**src/include/pefs_pkg.sv**
```systemverilog
// Package with offsets, field layouts and mode codes for the port E pin mux
`default_nettype none
package pefs_pkg;
  // Register byte offsets on the AXI4-Lite bus
  localparam logic [3:0] PEFS_OFF_LOW4 = 4'h0;
  localparam logic [3:0] PEFS_OFF_LOW3 = 4'h4;
  // Writable bit masks; reserved bits read zero
  localparam logic [15:0] PEFS_MASK_LOW4 = 16'h7737;
  localparam logic [15:0] PEFS_MASK_LOW3 = 16'h7777;
  // Reset values; low3 gains boot bits 10 and 2 in ROM-less external mode
  localparam logic [15:0] PEFS_RST_LOW4 = 16'h0000;
  localparam logic [15:0] PEFS_RST_LOW3 = 16'h0000;
  localparam logic [15:0] PEFS_BOOT_LOW3 = 16'h0404;
  // Field positions (low bit of each field)
  localparam int PEFS_P15_LSB = 12;
  localparam int PEFS_P14_LSB = 8;
  localparam int PEFS_P13_LSB = 4;
  localparam int PEFS_P12_LSB = 0;
  localparam int PEFS_P11_LSB = 12;
  localparam int PEFS_P10_LSB = 8;
  localparam int PEFS_P9_LSB = 4;
  localparam int PEFS_P8_LSB = 0;
  // Mode codes
  localparam logic [2:0] PEFS_MD_PORT = 3'h0;
  localparam logic [2:0] PEFS_MD_TIMER = 3'h1;
  localparam logic [2:0] PEFS_MD_IRQ_OUT = 3'h3;
  localparam logic [1:0] PEFS_MD2_PORT = 2'h0;
  localparam logic [1:0] PEFS_MD2_TIMER = 2'h1;
  localparam logic [1:0] PEFS_MD2_MRST = 2'h2;
  // AXI responses
  localparam logic [1:0] PEFS_RESP_OKAY = 2'h0;
  localparam logic [1:0] PEFS_RESP_SLVERR = 2'h2;
endpackage
`default_nettype wire

```
**src/rtl/pefs_top.sv**
```systemverilog
// Port E low pin function select: AXI4-Lite registers and pad muxes
// Contract
// - Reserved bits read zero, written zero
// - Pin15 field: port, timer 4D, irq out
// - Pin14 field: port or timer 4C
// - Pin13 field: port, timer 4B, manual reset
// - Pin12 field: port or timer 4A
// - Second register: pins 11..8, reserved gaps
// - Pin10/pin8 top bits reset by boot mode
// - Pin11 field: port or timer 3D
// - Pin10 field: port or timer 3C
`default_nettype none
module pefs_top (
  // Clock and reset
  input wire logic I_SYS_CLK,
  input wire logic I_RSTN,
  // Boot strap: ROM disabled external-extension mode
  input wire logic I_BOOT_EXT_NOROM,
  // AXI4-Lite write address
  input wire logic I_AWVALID,
  output logic O_AWREADY,
  input wire logic [3:0] I_AWADDR,
  // AXI4-Lite write data
  input wire logic I_WVALID,
  output logic O_WREADY,
  input wire logic [31:0] I_WDATA,
  input wire logic [3:0] I_WSTRB,
  // AXI4-Lite write response
  output logic O_BVALID,
  input wire logic I_BREADY,
  output logic [1:0] O_BRESP,
  // AXI4-Lite read address
  input wire logic I_ARVALID,
  output logic O_ARREADY,
  input wire logic [3:0] I_ARADDR,
  // AXI4-Lite read data
  output logic O_RVALID,
  input wire logic I_RREADY,
  output logic [31:0] O_RDATA,
  output logic [1:0] O_RRESP,
  // Port logic side, pins 15..8
  input wire logic [7:0] I_PORT_OUT,
  input wire logic [7:0] I_PORT_OE,
  output logic [7:0] O_PORT_IN,
  // Timer channels, order: 3C 3D 4A 4B 4C 4D
  input wire logic [5:0] I_TMR_OUT,
  input wire logic [5:0] I_TMR_OE,
  output logic [5:0] O_TMR_IN,
  // Interrupt controller
  input wire logic I_IRQ_REQ_OUT,
  output logic O_MANUAL_RESET_N,
  // Pads, pins 15..8
  input wire logic [7:0] I_PAD_IN,
  output logic [7:0] O_PAD_OUT,
  output logic [7:0] O_PAD_OE
);
  // Mode registers
  logic [15:0] low4_r;
  logic [15:0] low3_r;
  // Strap synchroniser and one-shot boot load
  logic boot_s1_r;
  logic boot_s2_r;
  logic boot_done_r;
  // Write channel holding state
  logic aw_got_r;
  logic w_got_r;
  logic [3:0] aw_addr_r;
  logic [31:0] w_data_r;
  logic [3:0] w_strb_r;
  logic wr_go;
  // Pin field decodes
  logic [2:0] md15;
  logic [2:0] md14;
  logic [1:0] md13;
  logic [2:0] md12;
  logic [2:0] md11;
  logic [2:0] md10;
  logic [7:0] sel_per;
  logic [7:0] per_out;
  logic [7:0] per_oe;
  logic [7:0] per_in;
  logic [15:0] rd_word;

  // Strap passes two flops before use; kept out of reset so the strap
  // is already through the synchroniser when reset is released
  always_ff @(posedge I_SYS_CLK) begin
    boot_s1_r <= I_BOOT_EXT_NOROM;
    boot_s2_r <= boot_s1_r;
  end

  // Write address and data taken in either order, one write at a time
  always_ff @(posedge I_SYS_CLK or negedge I_RSTN) begin
    if (!I_RSTN) begin
      aw_got_r <= 1'b0;
      w_got_r <= 1'b0;
      aw_addr_r <= 4'h0;
      w_data_r <= 32'h0000_0000;
      w_strb_r <= 4'h0;
    end else if (wr_go) begin
      aw_got_r <= 1'b0;
      w_got_r <= 1'b0;
    end else begin
      if (I_AWVALID && O_AWREADY) begin
        aw_got_r <= 1'b1;
        aw_addr_r <= I_AWADDR;
      end
      if (I_WVALID && O_WREADY) begin
        w_got_r <= 1'b1;
        w_data_r <= I_WDATA;
        w_strb_r <= I_WSTRB;
      end
    end
  end

  // Ready only while that channel is empty and no response is pending
  assign O_AWREADY = !aw_got_r && !O_BVALID;
  assign O_WREADY = !w_got_r && !O_BVALID;
  assign wr_go = aw_got_r && w_got_r;

  // Write response, error for unmapped addresses
  always_ff @(posedge I_SYS_CLK or negedge I_RSTN) begin
    if (!I_RSTN) begin
      O_BVALID <= 1'b0;
      O_BRESP <= pefs_pkg::PEFS_RESP_OKAY;
    end else if (wr_go) begin
      O_BVALID <= 1'b1;
      O_BRESP <= (aw_addr_r == pefs_pkg::PEFS_OFF_LOW4 ||
                  aw_addr_r == pefs_pkg::PEFS_OFF_LOW3) ?
                 pefs_pkg::PEFS_RESP_OKAY : pefs_pkg::PEFS_RESP_SLVERR;
    end else if (I_BREADY) begin
      O_BVALID <= 1'b0;
    end
  end

  // Register updates; masks keep reserved bits zero whatever is written
  always_ff @(posedge I_SYS_CLK or negedge I_RSTN) begin
    if (!I_RSTN) begin
      low4_r <= pefs_pkg::PEFS_RST_LOW4;
      low3_r <= pefs_pkg::PEFS_RST_LOW3;
      boot_done_r <= 1'b0;
    end else begin
      // Boot bits loaded once after release, from the synced strap
      if (!boot_done_r) begin
        boot_done_r <= 1'b1;
        if (boot_s2_r) begin
          low3_r <= pefs_pkg::PEFS_BOOT_LOW3;
        end
      end else if (wr_go) begin
        if (aw_addr_r == pefs_pkg::PEFS_OFF_LOW4) begin
          if (w_strb_r[0]) low4_r[7:0] <=
            w_data_r[7:0] & pefs_pkg::PEFS_MASK_LOW4[7:0];
          if (w_strb_r[1]) low4_r[15:8] <=
            w_data_r[15:8] & pefs_pkg::PEFS_MASK_LOW4[15:8];
        end
        if (aw_addr_r == pefs_pkg::PEFS_OFF_LOW3) begin
          if (w_strb_r[0]) low3_r[7:0] <=
            w_data_r[7:0] & pefs_pkg::PEFS_MASK_LOW3[7:0];
          if (w_strb_r[1]) low3_r[15:8] <=
            w_data_r[15:8] & pefs_pkg::PEFS_MASK_LOW3[15:8];
        end
      end
    end
  end

  // Read path: one answer the cycle after the address is taken
  assign O_ARREADY = !O_RVALID;
  always_comb begin
    unique case (I_ARADDR)
      pefs_pkg::PEFS_OFF_LOW4: rd_word = low4_r;
      pefs_pkg::PEFS_OFF_LOW3: rd_word = low3_r;
      default: rd_word = 16'h0000;
    endcase
  end
  always_ff @(posedge I_SYS_CLK or negedge I_RSTN) begin
    if (!I_RSTN) begin
      O_RVALID <= 1'b0;
      O_RDATA <= 32'h0000_0000;
      O_RRESP <= pefs_pkg::PEFS_RESP_OKAY;
    end else if (I_ARVALID && O_ARREADY) begin
      O_RVALID <= 1'b1;
      O_RDATA <= {16'h0000, rd_word};
      O_RRESP <= (I_ARADDR == pefs_pkg::PEFS_OFF_LOW4 ||
                  I_ARADDR == pefs_pkg::PEFS_OFF_LOW3) ?
                 pefs_pkg::PEFS_RESP_OKAY : pefs_pkg::PEFS_RESP_SLVERR;
    end else if (I_RREADY) begin
      O_RVALID <= 1'b0;
    end
  end

  // Field extraction; prohibited codes fall back to the port line
  assign md15 = low4_r[pefs_pkg::PEFS_P15_LSB +: 3];
  assign md14 = low4_r[pefs_pkg::PEFS_P14_LSB +: 3];
  assign md13 = low4_r[pefs_pkg::PEFS_P13_LSB +: 2];
  assign md12 = low4_r[pefs_pkg::PEFS_P12_LSB +: 3];
  assign md11 = low3_r[pefs_pkg::PEFS_P11_LSB +: 3];
  assign md10 = low3_r[pefs_pkg::PEFS_P10_LSB +: 3];

  // Owner and driver choice per pin, index 0 is pin 8
  always_comb begin
    sel_per = 8'h00;
    per_out = 8'h00;
    per_oe = 8'h00;
    // Pin 15: timer 4D or interrupt request output
    if (md15 == pefs_pkg::PEFS_MD_TIMER) begin
      sel_per[7] = 1'b1;
      per_out[7] = I_TMR_OUT[5];
      per_oe[7] = I_TMR_OE[5];
    end else if (md15 == pefs_pkg::PEFS_MD_IRQ_OUT) begin
      sel_per[7] = 1'b1;
      per_out[7] = I_IRQ_REQ_OUT;
      per_oe[7] = 1'b1;
    end
    // Pin 14: timer 4C
    if (md14 == pefs_pkg::PEFS_MD_TIMER) begin
      sel_per[6] = 1'b1;
      per_out[6] = I_TMR_OUT[4];
      per_oe[6] = I_TMR_OE[4];
    end
    // Pin 13: timer 4B or input-only manual reset
    if (md13 == pefs_pkg::PEFS_MD2_TIMER) begin
      sel_per[5] = 1'b1;
      per_out[5] = I_TMR_OUT[3];
      per_oe[5] = I_TMR_OE[3];
    end else if (md13 == pefs_pkg::PEFS_MD2_MRST) begin
      sel_per[5] = 1'b1;
    end
    // Pin 12: timer 4A
    if (md12 == pefs_pkg::PEFS_MD_TIMER) begin
      sel_per[4] = 1'b1;
      per_out[4] = I_TMR_OUT[2];
      per_oe[4] = I_TMR_OE[2];
    end
    // Pin 11: timer 3D
    if (md11 == pefs_pkg::PEFS_MD_TIMER) begin
      sel_per[3] = 1'b1;
      per_out[3] = I_TMR_OUT[1];
      per_oe[3] = I_TMR_OE[1];
    end
    // Pin 10: timer 3C
    if (md10 == pefs_pkg::PEFS_MD_TIMER) begin
      sel_per[2] = 1'b1;
      per_out[2] = I_TMR_OUT[0];
      per_oe[2] = I_TMR_OE[0];
    end
    // Pins 9 and 8 have no documented peripheral here: port line only
  end

  // Pad muxes follow the registers with no extra stage
  genvar gi;
  generate
    for (gi = 0; gi < 8; gi++) begin : g_pin
      pefs_pin_mux u_mux (
        .i_sel_periph(sel_per[gi]),
        .i_port_out(I_PORT_OUT[gi]),
        .i_port_oe(I_PORT_OE[gi]),
        .o_port_in(O_PORT_IN[gi]),
        .i_per_out(per_out[gi]),
        .i_per_oe(per_oe[gi]),
        .o_per_in(per_in[gi]),
        .i_pad_in(I_PAD_IN[gi]),
        .o_pad_out(O_PAD_OUT[gi]),
        .o_pad_oe(O_PAD_OE[gi])
      );
    end
  endgenerate

  // Peripheral inputs; pads are raw, timers resynchronise them themselves
  assign O_TMR_IN = {per_in[7:6], per_in[5] & (md13 ==
                     pefs_pkg::PEFS_MD2_TIMER), per_in[4], per_in[3],
                     per_in[2]};
  // Manual reset is active low and idles high when not selected
  assign O_MANUAL_RESET_N = (md13 == pefs_pkg::PEFS_MD2_MRST) ?
                            per_in[5] : 1'b1;
endmodule // pefs_top
`default_nettype wire

```
**src/rtl/pefs_pin_mux.sv**
```systemverilog
// One pad multiplexer between the port line and one peripheral
`default_nettype none
module pefs_pin_mux (
  // Selection
  input wire logic i_sel_periph,
  // Port side
  input wire logic i_port_out,
  input wire logic i_port_oe,
  output logic o_port_in,
  // Peripheral side
  input wire logic i_per_out,
  input wire logic i_per_oe,
  output logic o_per_in,
  // Pad side
  input wire logic i_pad_in,
  output logic o_pad_out,
  output logic o_pad_oe
);
  // Steer the driver and the input path by the chosen owner
  always_comb begin
    o_pad_out = i_sel_periph ? i_per_out : i_port_out;
    o_pad_oe = i_sel_periph ? i_per_oe : i_port_oe;
    // Unselected side sees a quiet zero so it never acts on pad noise
    o_port_in = i_sel_periph ? 1'b0 : i_pad_in;
    o_per_in = i_sel_periph ? i_pad_in : 1'b0;
  end
endmodule // pefs_pin_mux
`default_nettype wire

```
**config.mk**
```make
export PLATFORM = sky130hd
export DESIGN_NAME = pefs_top
export DESIGN_NICKNAME = d
export VERILOG_FILES = /design/src/include/pefs_pkg.sv /design/src/rtl/pefs_top.sv /design/src/rtl/pefs_pin_mux.sv
export SDC_FILE = /design/constraint.sdc
export NUM_CORES = 1
export LEC_CHECK = 0
export BUFFER_PORTS_ARGS = -buffer_cell sky130_fd_sc_hd__buf_2
export CORE_ASPECT_RATIO = 0.6
export CORE_MARGIN = 2
export CORE_UTILIZATION = 50
export DETAILED_ROUTE_END_ITERATION = 12
export PLACE_DENSITY = 0.95
export SYNTH_ARGS = -nofsm -noshare
export SYNTH_HDL_FRONTEND = slang
export SYNTH_SLANG_ARGS = --single-unit
```
**constraint.sdc**
```tcl
create_clock -name I_SYS_CLK -period 4.2 [get_ports I_SYS_CLK]
set_input_delay 0 -clock I_SYS_CLK [delete_from_list [all_inputs] [get_ports I_SYS_CLK]]
set_output_delay 0 -clock I_SYS_CLK [all_outputs]
set_load 0.005 [all_outputs]
```
==> results of run 1 <==
[cells in the final DEF, fill, tap and decap left out, drive strengths merged]
| cell | n |
|---|---|
| a21boi | 1 |
| a21o | 2 |
| a21oi | 1 |
| and2 | 8 |
| buf | 105 |
| bufinv | 1 |
| clkbuf | 12 |
| clkinv | 3 |
| conb | 23 |
| dfrtp | 60 |
| dfxtp | 2 |
| dlygate4sd3 | 22 |
| ha | 2 |
| inv | 19 |
| mux2 | 36 |
| mux2i | 25 |
| nand2 | 30 |
| nand2b | 5 |
| nand4b | 1 |
| nand4bb | 1 |
| nor2 | 7 |
| nor2b | 6 |
| nor3b | 5 |
| nor4b | 1 |
| nor4bb | 1 |
| o21ai | 18 |
| o22ai | 1 |
| or4 | 2 |
[critical path, stage by stage (launching register included)]
cell and delay, ps:
dfrtp_1 380, nand2b_1 400, or4_1 750, a21boi_0 210
[per-layer routing]
layer / up-vias / wire (um) / track usage (%)
met5: - / 0 / 0
met4: 0 / 173 / 8.97
met3: 15 / 459 / 5.22
met2: 94 / 3140 / 32.8
met1: 1097 / 2740 / 22.0
li1: 1099 / - / -
[logic make-up after synthesis]
| family | synth area share, % |
|---|---|
| other | 0.231 |
| muxes | 20.5 |
| adders and majority gates | 0.771 |
| AOI/OAI and AO/OA | 3.82 |
| DFF | 47.5 |
| and+or+nand+nor | 11.8 |
| buffers and inverters | 15.3 |
[cell type report]
type                    instances  area [sq um]
clock inverters                 4          45.0
multi-input cells             176          1290
clock buffers                  12           155
well taps                      84           105
flip-flops and latches         62          1540
fillers                       503          2240
repair buffers                127           748
inverters                      19          71.3
[registers in the layout, summed over array words and instances (netlist names)]
register     flops
w_got_r          1
O_RRESP          1
O_RDATA         12
boot_done_r      1
low4_r          11
w_strb_r         2
low3_r          12
aw_got_r         1
aw_addr_r        4
O_BRESP          1
boot_s1_r        1
O_BVALID         1
boot_s2_r        1
w_data_r        12
O_RVALID         1
[Yosys cell counts, drive strengths merged]
master,n,share of area (%)
dfrtp,60,46
buf,53,12
mux2,36,13
nand2,30,3.5
mux2i,25,7.7
inv,19,2.2
o21ai,18,2.8
and2,8,1.5
clkbuf,7,0.81
nor2,7,0.81
nor2b,6,1.2
nand2b,5,0.96
nor3b,5,1.2
a21o,2,0.46
conb,2,0.23
dfxtp,2,1.2
ha,2,0.77
or4,2,0.58
a21boi,1,0.23
a21oi,1,0.15
nand4b,1,0.27
nand4bb,1,0.85
nor4b,1,0.73
nor4bb,1,0.31
o22ai,1,0.19
[what timing repair did]
action / in CTS / in global routing
setup buffers: 0 / 0
hold buffers: 22 / 0
endpoints found under the hold margin: 81 / 0
[power by group]
| group | switching, uW | total [uW] | internal, uW |
|---|---|---|---|
| registers | 147 | 915 | 768 |
| clock network | 223 | 527 | 304 |
| logic | 251 | 591 | 339 |
[through the flow]
stage	instances	setup slack [ps]	total power [uW]
2_1_floorplan	317	2550	1380
3_3_place_gp	446	2350	1460
3_5_place_dp	446	2300	1500
4_1_cts	484	2290	2050
5_1_grt	484	2180	2170
6_report	484	2310	2030
[how the worst min path moves through the flow]
stage,startpoint,end,slack (ps),cells past startpoint
floorplan,I_RSTN,O_BRESP[1]$_DFFE_PN0P_,-300,0
global placement,I_PORT_OE[1],O_PAD_OE[1],0.03,0
detailed placement,I_PORT_OE[1],O_PAD_OE[1],0.03,0
CTS,I_PORT_OE[1],O_PAD_OE[1],0.03,0
global route,I_PORT_OUT[0],O_PAD_OUT[0],0.03,0
finish,I_PORT_OE[1],O_PAD_OE[1],0.008,0
==> out/results.md, run 1 <==
| Stage | Parameter | Reported |
|---|---|---|
| status | Outcome | complete, no violations |
| detailed routing | Iteration count of the initial detailed-routing pass | 4 |
| setup path | Highest fanout seen on the critical path | 15 |
| detailed routing | Violation count after the first detailed-route iteration | 45 |
| final layout | Final Util | 63.8% |
| setup path | Classification of the worst setup path | reg2reg |
| timing | Count of endpoints failing hold in the final timing report | 0 |
| clock network | Worst skew pair latency | 340 ps |
| worst hold path | Path class of the lowest-slack min-delay path | in2out |
| floorplan | Overall die area | 7170 sq um |
| global routing | Number of antenna violations at the first check in global routing | 0 |
| floorplan | Initial Utilization | 52.4% |
| synth | Unique cell type count in the Yosys netlist | 29 |
| global routing | Total grt overflow | 0 |
| timing | Worst hold slack across all endpoints | 0.00840 ps |
| timing | Number of setup violations in the final report | 0 |
| timing | Final worst path period need | 1890 ps |
| timing | Setup repair after global routing missed its margin | no |
| timing | Final worst path period share | 44.9% |
| clock network | Sinks on the clock net | 62 |
| setup path | Worst setup SP type | flop |
| synth | Mean Syn Cell Area | 11.0 sq um |
| timing | Clock skew | 5.54 ps |
| power and ir drop | Leakage | 0.00203 uW |
| global routing | Largest net degree at the start of global routing | 61 |
| global routing | Total Routing Usage GR | 18.9% |
| power and ir drop | IR Drop Worst-Case VDD | 0.383 mV |
| synth | Register area share after synthesis | 47.5% |
| clock network | H-tree depth reported by CTS | 3 |
| detailed routing | Via density | 4.76 |
| setup path | Flop-to-flop setup slack | 2310 ps |
| setup path | Timing endpoint of the critical path | O_RRESP[1]$_DFFE_PN0P_ |
| setup path | Origin of the critical flop-to-flop path | O_RVALID$_DFFE_PN0P_ |
| placement | Port buffer count | 104 |
| setup path | Capture instance of the worst register-to-register path | O_RRESP[1]$_DFFE_PN0P_ |
| floorplan | Std-Cell Core Area | 6190 sq um |
| clock network | Number of buffers on the longest clock path | 2 |
| clock network | TritonCTS clock tree | built |
| global routing | Global-route wire length before repair | 10.3 mm |
| timing | Slew @ Worst Pin | 752 ps |
| timing | Max-slew violation count | 0 |
| detailed routing | Wirelength per Cell | 13.4 um |
| clock network | Resized cells post-CTS | 0 |
| synth | Number of instances in the synthesized netlist | 296 |
| power and ir drop | Power Dens Cells | 514 nW/um^2 |
| placement | RePlAce Congestion | 0.730 |
| timing | Headroom to the max-slew limit | 49.7% |
| setup path | Crit end category | flop |
| floorplan | Horizontal die dimension | 108 um |
| placement | Half-perimeter wire length after detailed placement | 4.71 mm |
| setup path | Logic depth of the worst register-to-register path | 3 |
| detailed routing | Post-route DRC | 0 |
| final layout | Antenna fix cells | 0 |
| detailed routing | Number of vias after detailed routing | 2305 |
| placement | Placement Cell Area | 3530 sq um |
| clock network | Clock tree root buffer cell | clkbuf_8 |
| final layout | Finished layout cell area | 3950 sq um |
| job | Maxcap violations | 0 |
| final layout | Share of layout cells above drive strength 1 | 39.8% |
| detailed routing | Wirelength, routed | 6.51 mm |
| floorplan | I/O pin cnt | 161 |
| synth | Warnings, synthesis | 0 |
| floorplan | Number of core rows | 22 |
| timing | Post-Route Setup TNS | 0 ps |
| floorplan | Die Span Y | 66.4 um |
| detailed routing | Antenna viol nets, final | 0 |
| synth | Synthesis-stage register bit count | 62 |
| synth | Post-synthesis instance area | 3250 sq um |
| timing | Upper clock frequency limit | 530 MHz |
| final layout | Nets | 486 |
| global routing | Via count of the first global-routing pass | 2250 |
| setup path | Critical path startpoint | O_RVALID$_DFFE_PN0P_ |
| setup path | Required time of the worst setup path | 4390 ps |
| setup path | CP arrival | 2080 ps |
| final layout | Area growth from synthesis to layout | 21.8% |
| clock network | Clock-pin slew on the worst setup and hold paths | 70 ps |
| clock network | Num CTS Buffers | 9 |
Note: power is estimated with default switching activity, not from simulation.
==> run 2: changes to the inputs <==
--- a/config.mk
+++ b/config.mk
@@ -8,9 +8,9 @@
 export BUFFER_PORTS_ARGS = -buffer_cell sky130_fd_sc_hd__buf_2
 export CORE_ASPECT_RATIO = 0.6
 export CORE_MARGIN = 2
-export CORE_UTILIZATION = 50
+export CORE_UTILIZATION = 46
 export DETAILED_ROUTE_END_ITERATION = 12
-export PLACE_DENSITY = 0.95
+export PLACE_DENSITY = 0.9
 export SYNTH_ARGS = -nofsm -noshare
 export SYNTH_HDL_FRONTEND = slang
 export SYNTH_SLANG_ARGS = --single-unit
==> constraint.sdc (replaced) <==
create_clock -name I_SYS_CLK -period 1.95 [get_ports I_SYS_CLK]
set_input_delay 0 -clock I_SYS_CLK [delete_from_list [all_inputs] [get_ports I_SYS_CLK]]
set_output_delay 0 -clock I_SYS_CLK [all_outputs]
set_load 0.005 [all_outputs]
==> run 2 against run 1 <==
Effect of this change:
- critical path depth stayed put
- worst setup slack worse by 2100 ps
- core utilization is 2.5 points lower
- sequential share of layout area is 1.8 points lower
- hold slack hardly changed
- via count is 0.56% lower
- final cell count is 1.7% higher
- clock skew is 0.70 ps higher
- die area is 8.3% higher
- power is 150% higher
- cell area is 4.9% higher
- non-clock buffer count is 5 higher
==> out/results.md, run 2 (synthesis results as in run 1) <==
| Stage | Parameter | Reported |
|---|---|---|
| detailed routing | Wirelength, routed | 6.55 mm |
| global routing | Total Routing Usage GR | 17.5% |
| setup path | Highest fanout seen on the critical path | 4 |
| placement | Port buffer count | 104 |
| timing | Final worst path period need | 1710 ps |
| timing | Upper clock frequency limit | 584 MHz |
| clock network | Num CTS Buffers | 9 |
| clock network | Resized cells post-CTS | 0 |
| final layout | Nets | 491 |
| power and ir drop | Leakage | 0.00213 uW |
| floorplan | Overall die area | 7770 sq um |
| placement | Half-perimeter wire length after detailed placement | 4.79 mm |
| setup path | Logic depth of the worst register-to-register path | 3 |
| timing | Slew @ Worst Pin | 526 ps |
| timing | Post-Route Setup TNS | 0 ps |
| setup path | Crit end category | output pin |
| clock network | Sinks on the clock net | 62 |
| clock network | Clock-pin slew on the worst setup and hold paths | 50 ps |
| clock network | Clock tree root buffer cell | clkbuf_16 |
| final layout | Final Util | 61.3% |
| setup path | Timing endpoint of the critical path | O_PAD_OE[6] |
| final layout | Most frequent cells in the layout | buf_2 (104), dfrtp_1 (60), mux2_2 (33), nand2_1 (30), mux2i_1 (25) |
| setup path | Required time of the worst setup path | 1950 ps |
| setup path | Origin of the critical flop-to-flop path | aw_addr_r[0]$_DFFE_PN0P_ |
| timing | Number of setup violations in the final report | 0 |
| job | Maxcap violations | 0 |
| timing | Final worst path period share | 87.8% |
| setup path | Flop-to-flop setup slack | 250 ps |
| global routing | Global-route wire length before repair | 10.6 mm |
| global routing | Number of antenna violations at the first check in global routing | 0 |
| final layout | Most frequent standard cell in the layout excluding fill and tap cells | buf_2 |
| detailed routing | Violation count after the first detailed-route iteration | 47 |
| power and ir drop | IR Drop Worst-Case VDD | 0.862 mV |
| timing | Setup repair after global routing missed its margin | no |
| floorplan | Initial Utilization | 48.0% |
| setup path | Classification of the worst setup path | reg2out |
| global routing | Via count of the first global-routing pass | 2329 |
| timing | Count of endpoints failing hold in the final timing report | 0 |
| detailed routing | Antenna viol nets, final | 0 |
| detailed routing | Iteration count of the initial detailed-routing pass | 4 |
| floorplan | Number of core rows | 23 |
| floorplan | Die Span Y | 69.1 um |
| setup path | Worst setup SP type | flop |
| floorplan | Horizontal die dimension | 112 um |
| placement | RePlAce Congestion | 0.722 |
| final layout | Share of layout cells above drive strength 1 | 40.7% |
| power and ir drop | Power Dens Cells | 1220 nW/um^2 |
| setup path | CP arrival | 1710 ps |
| final layout | Area growth from synthesis to layout | 27.8% |
| final layout | Registers with the highest flip-flop counts | O_RDATA: 12 flops, low3_r: 12 flops, w_data_r: 12 flops |
| detailed routing | Number of vias after detailed routing | 2292 |
| setup path | Capture instance of the worst register-to-register path | low4_r[2]$_DFFE_PN0P_ |
| clock network | Buffers inserted by post-CTS timing repair | 0 |
| floorplan | I/O pin cnt | 161 |
| timing | Clock skew | 6.24 ps |
| detailed routing | Via density | 4.66 |
| final layout | Antenna fix cells | 0 |
| detailed routing | Post-route DRC | 0 |
| status | Outcome | complete, no violations |
| clock network | Worst skew pair latency | 330 ps |
| timing | Max-slew violation count | 0 |
| clock network | TritonCTS clock tree | built |
| clock network | CTS hold repair buffers | 22 |
| setup path | Critical path startpoint | low4_r[10]$_DFFE_PN0P_ |
| clock network | Number of buffers on the longest clock path | 2 |
| global routing | Total grt overflow | 0 |
| worst hold path | Path class of the lowest-slack min-delay path | in2out |
| floorplan | Std-Cell Core Area | 6760 sq um |
| timing | Headroom to the max-slew limit | 64.9% |
| clock network | H-tree depth reported by CTS | 3 |
| detailed routing | Wirelength per Cell | 13.3 um |
| global routing | Largest net degree at the start of global routing | 23 |
[run 2: cell types whose count changed in the layout (fill, tap and decap cells not counted), sizes merged]
cell,previous run,this run
bufinv,1,2
clkinv,3,0
buf,105,110
clkbuf,12,14
[run 2: through the flow]
| step | hold WS [ps] | instance area [sq um] | total power, uW | cells | setup slack (ps) |
|---|---|---|---|---|---|
| 3_3_place_gp | -29.2 | 3570 | 3170 | 454 | 313 |
| 4_1_cts | 0.0346 | 4150 | 5140 | 492 | 176 |
| 3_5_place_dp | -16.6 | 3570 | 3250 | 454 | 259 |
| 2_1_floorplan | -296 | 3320 | 2960 | 317 | 302 |
| 6_report | 0.0110 | 4150 | 5080 | 492 | 238 |
| 5_1_grt | 0.0320 | 4150 | 5390 | 492 | 83.0 |
[run 2: worst min path at each step]
stage                       start                  endpoint  slack (ps)  cells after the start
floorplan                  I_RSTN    O_BRESP[1]$_DFFE_PN0P_        -300                      0
global placement           I_RSTN   w_data_r[8]$_DFFE_PN0P_         -30                      1
detailed placement         I_RSTN  w_data_r[10]$_DFFE_PN0P_         -20                      1
CTS                 I_PORT_OUT[0]              O_PAD_OUT[0]        0.03                      0
global route         I_PORT_OE[1]               O_PAD_OE[1]        0.03                      0
finish              I_PORT_OUT[0]              O_PAD_OUT[0]        0.01                      0
[run 2: layer usage]
layer	share of wire (%)	track usage, %
met1	42	19.5
met2	50	30.7
met3	8.2	8.53
met4	0.27	3.12
met5	0	0
[run 2: layout make-up]
type	instances	area, sq um
Tap cell	87	109
Clock inverter	2	60.1
Timing Repair Buffer	132	786
Sequential cell	62	1540
Multi-Input combinational cell	176	1290
Clock buffer	14	294
Inverter	19	71.3
Fill cell	554	2620
[run 2: worst max-delay path, stage by stage, from the launching register on]
cell and delay, ps:
dfrtp_1 400, nor3b_1 470, mux2_2 390, buf_2 130
[run 2: report_power, final]
part	internal, uW	switching (uW)	leakage [uW]
combinational	744	532	0.00117
sequential	1660	317	0.000783
clock	1290	536	0.000175
==> run 3: changes to the inputs <==
--- a/config.mk
+++ b/config.mk
@@ -7,8 +7,9 @@
 export LEC_CHECK = 0
 export BUFFER_PORTS_ARGS = -buffer_cell sky130_fd_sc_hd__buf_2
 export CORE_ASPECT_RATIO = 0.6
-export CORE_MARGIN = 2
+export CORE_MARGIN = 1.5
 export CORE_UTILIZATION = 46
+export CTS_BUF_LIST = sky130_fd_sc_hd__clkbuf_4 sky130_fd_sc_hd__clkbuf_8 sky130_fd_sc_hd__clkbuf_16
 export DETAILED_ROUTE_END_ITERATION = 12
 export PLACE_DENSITY = 0.9
 export SYNTH_ARGS = -nofsm -noshare
==> run 3 against run 2 <==
Effect of this change:
- maximum frequency is essentially flat
- critical endpoint is now O_PAD_OUT[6]
- final cell count is the same
- die area shrank 2.3%
- critical path type unchanged
- via count shrank 1.6%
- sequential share of layout area grew 0.16 points
- routed wire length shrank 1.6%
==> out/results.md, run 3 (synthesis results as in run 1) <==
| Stage | Parameter | Reported |
|---|---|---|
| status | Outcome | complete, no violations |
| timing | Headroom to the max-slew limit | 62.1% |
| timing | Clock skew | 5.26 ps |
| timing | Final worst path period need | 1710 ps |
| final layout | Most frequent cells in the layout | buf_2 (104), dfrtp_1 (60), mux2_2 (33), nand2_1 (30), mux2i_1 (25) |
| timing | Number of setup violations in the final report | 0 |
| placement | Port buffer count | 104 |
| timing | Final worst path period share | 87.8% |
| final layout | Most frequent standard cell in the layout excluding fill and tap cells | buf_2 |
| detailed routing | Iteration count of the initial detailed-routing pass | 4 |
| detailed routing | Via density | 4.58 |
| placement | Placed instance count | 454 |
| detailed routing | Met2 wire length | 3.11 mm |
| timing | Post-Route Setup TNS | 0 ps |
| timing | Final worst-path setup slack | 239 ps |
| global routing | Via count of the first global-routing pass | 2160 |
| clock network | Sinks on the clock net | 62 |
| floorplan | Initial Utilization | 48.0% |
| setup path | Worst setup SP type | flop |
| floorplan | Number of core rows | 23 |
| final layout | Area growth from synthesis to layout | 27.3% |
| floorplan | Overall die area | 7590 sq um |
| clock network | Clock-pin slew on the worst setup and hold paths | 50 ps |
| global routing | Total Routing Usage GR | 18.0% |
| timing | Count of endpoints failing hold in the final timing report | 0 |
| clock network | Number of buffers on the longest clock path | 2 |
| final layout | Fill cells | 571 |
| placement | Half-perimeter wire length after detailed placement | 4.73 mm |
| setup path | Highest fanout seen on the critical path | 4 |
| final layout | Nets | 491 |
| final layout | Fin cells | 492 |
| final layout | Share of layout cells above drive strength 1 | 40.7% |
| global routing | Largest net degree at the start of global routing | 25 |
| floorplan | Std-Cell Core Area | 6760 sq um |
| worst hold path | Hold path depth | 0 |
| job | Maxcap violations | 0 |
| placement | RePlAce Congestion | 0.718 |
| power and ir drop | Power Dens Cells | 1200 nW/um^2 |
| timing | Setup repair after global routing missed its margin | no |
| worst hold path | Critical hold path startpoint | I_PORT_OE[1] |
| floorplan | I/O pin cnt | 161 |
| timing | Max-slew violation count | 0 |
| detailed routing | Top layer used by detailed routing | met4 |
| detailed routing | Post-route DRC | 0 |
| setup path | Classification of the worst setup path | reg2out |
| global routing | Total grt overflow | 0 |
| timing | Upper clock frequency limit | 584 MHz |
| floorplan | Horizontal die dimension | 111 um |
| setup path | Flop-to-flop setup slack | 280 ps |
| clock network | TritonCTS clock tree | built |
| detailed routing | Wire length on met3 | 485 um |
| clock network | Num CTS Buffers | 9 |
| floorplan | Die Span Y | 68.1 um |
| final layout | Antenna fix cells | 0 |
| setup path | CP arrival | 1710 ps |
| setup path | Capture instance of the worst register-to-register path | low4_r[2]$_DFFE_PN0P_ |
| clock network | Worst skew pair latency | 330 ps |
| placement | Placement Cell Area | 3590 sq um |
| detailed routing | Wirelength, routed | 6.45 mm |
| timing | Slew @ Worst Pin | 569 ps |
| clock network | H-tree depth reported by CTS | 3 |
| worst hold path | Path class of the lowest-slack min-delay path | in2out |
| placement | Pre-CTS setup slack | 287 ps |
| final layout | Registers with the highest flip-flop counts | O_RDATA: 12 flops, low3_r: 12 flops, w_data_r: 12 flops |
| detailed routing | Routed metal-1 wirelength | 2.82 mm |
| power and ir drop | IR Drop Worst-Case VDD | 0.712 mV |
| setup path | Required time of the worst setup path | 1950 ps |
| detailed routing | Antenna viol nets, final | 0 |
| global routing | Global-route wire length before repair | 10.3 mm |
| detailed routing | Violation count after the first detailed-route iteration | 58 |
| setup path | Crit end category | output pin |
| final layout | Finished layout cell area | 4130 sq um |
| power and ir drop | Leakage | 0.00212 uW |
| worst hold path | WHS Endpoint | O_PAD_OE[1] |
| detailed routing | Wirelength per Cell | 13.1 um |
| final layout | Final Util | 61.1% |
| clock network | Buffers inserted by post-CTS timing repair | 0 |
| clock network | Resized cells post-CTS | 0 |
| detailed routing | Number of vias after detailed routing | 2255 |
| setup path | Origin of the critical flop-to-flop path | aw_addr_r[0]$_DFFE_PN0P_ |
| setup path | Logic depth of the worst register-to-register path | 3 |
| global routing | Number of antenna violations at the first check in global routing | 0 |
| clock network | Clock tree root buffer cell | clkbuf_16 |
-- run 3: changes by cell type in the layout (fill, tap and decap cells not counted), sizes merged --
cell and delta:
clkinv +2, clkbuf -2
-- run 3: what timing repair did --
action / in CTS / in global routing
hold buffers: 22 / 0
setup endpoints to repair: 0 / 0
endpoints found under the hold margin: 43 / 0
-- run 3: power breakdown --
| group | internal (uW) | switching [uW] |
|---|---|---|
| Combinational | 747 | 540 |
| Sequential | 1660 | 319 |
| Clock | 1180 | 535 |
-- run 3: worst max-delay path by stage --
stage | start | end | slack [ps]
after detailed placement | aw_addr_r[0]$_DFFE_PN0P_ | low4_r[2]$_DFFE_PN0P_ | 290
after global routing | low3_r[14]$_DFFE_PN0P_ | O_PAD_OE[3] | 50
final | low4_r[10]$_DFFE_PN0P_ | O_PAD_OUT[6] | 240
after CTS | low4_r[10]$_DFFE_PN0P_ | O_PAD_OUT[6] | 160
after floorplan | aw_addr_r[0]$_DFFE_PN0P_ | low4_r[0]$_DFFE_PN0P_ | 300
after global placement | aw_addr_r[0]$_DFFE_PN0P_ | low4_r[1]$_DFFE_PN0P_ | 310
-- run 3: routing by layer --
| metal | vias up | global-route usage, % |
|---|---|---|
| met4 | 0 | 4.27 |
| met2 | 91 | 31.1 |
| met5 | - | 0 |
| li1 | 1108 | - |
| met3 | 5 | 7.53 |
| met1 | 1051 | 21.3 |
-- run 3: per-stage QoR --
stage / total power [uW] / hold slack, ps
final: 4970 / 0.00660
after detailed placement: 3270 / 0.0346
after global placement: 3170 / 0.0346
after CTS: 5030 / 0.0346
after floorplan: 2960 / -296
after global routing: 5290 / 0.0331
-- run 3: layout make-up --
cell class                 instances  area, sq um  area share [%]
timing repair buffer             132          798            19.3
clock inverter                     4         70.1            1.70
tap                               87          109            2.64
inverter                          19         71.3            1.73
multi-input combinational        176         1290            31.1
sequential                        62         1540            37.3
clock buffer                      12          254            6.15
-- run 3: critical path, cell delays in order (launching register included) --
cell	delay [ps]
dfrtp_1	400
nor3b_1	470
mux2_2	390
buf_2	120
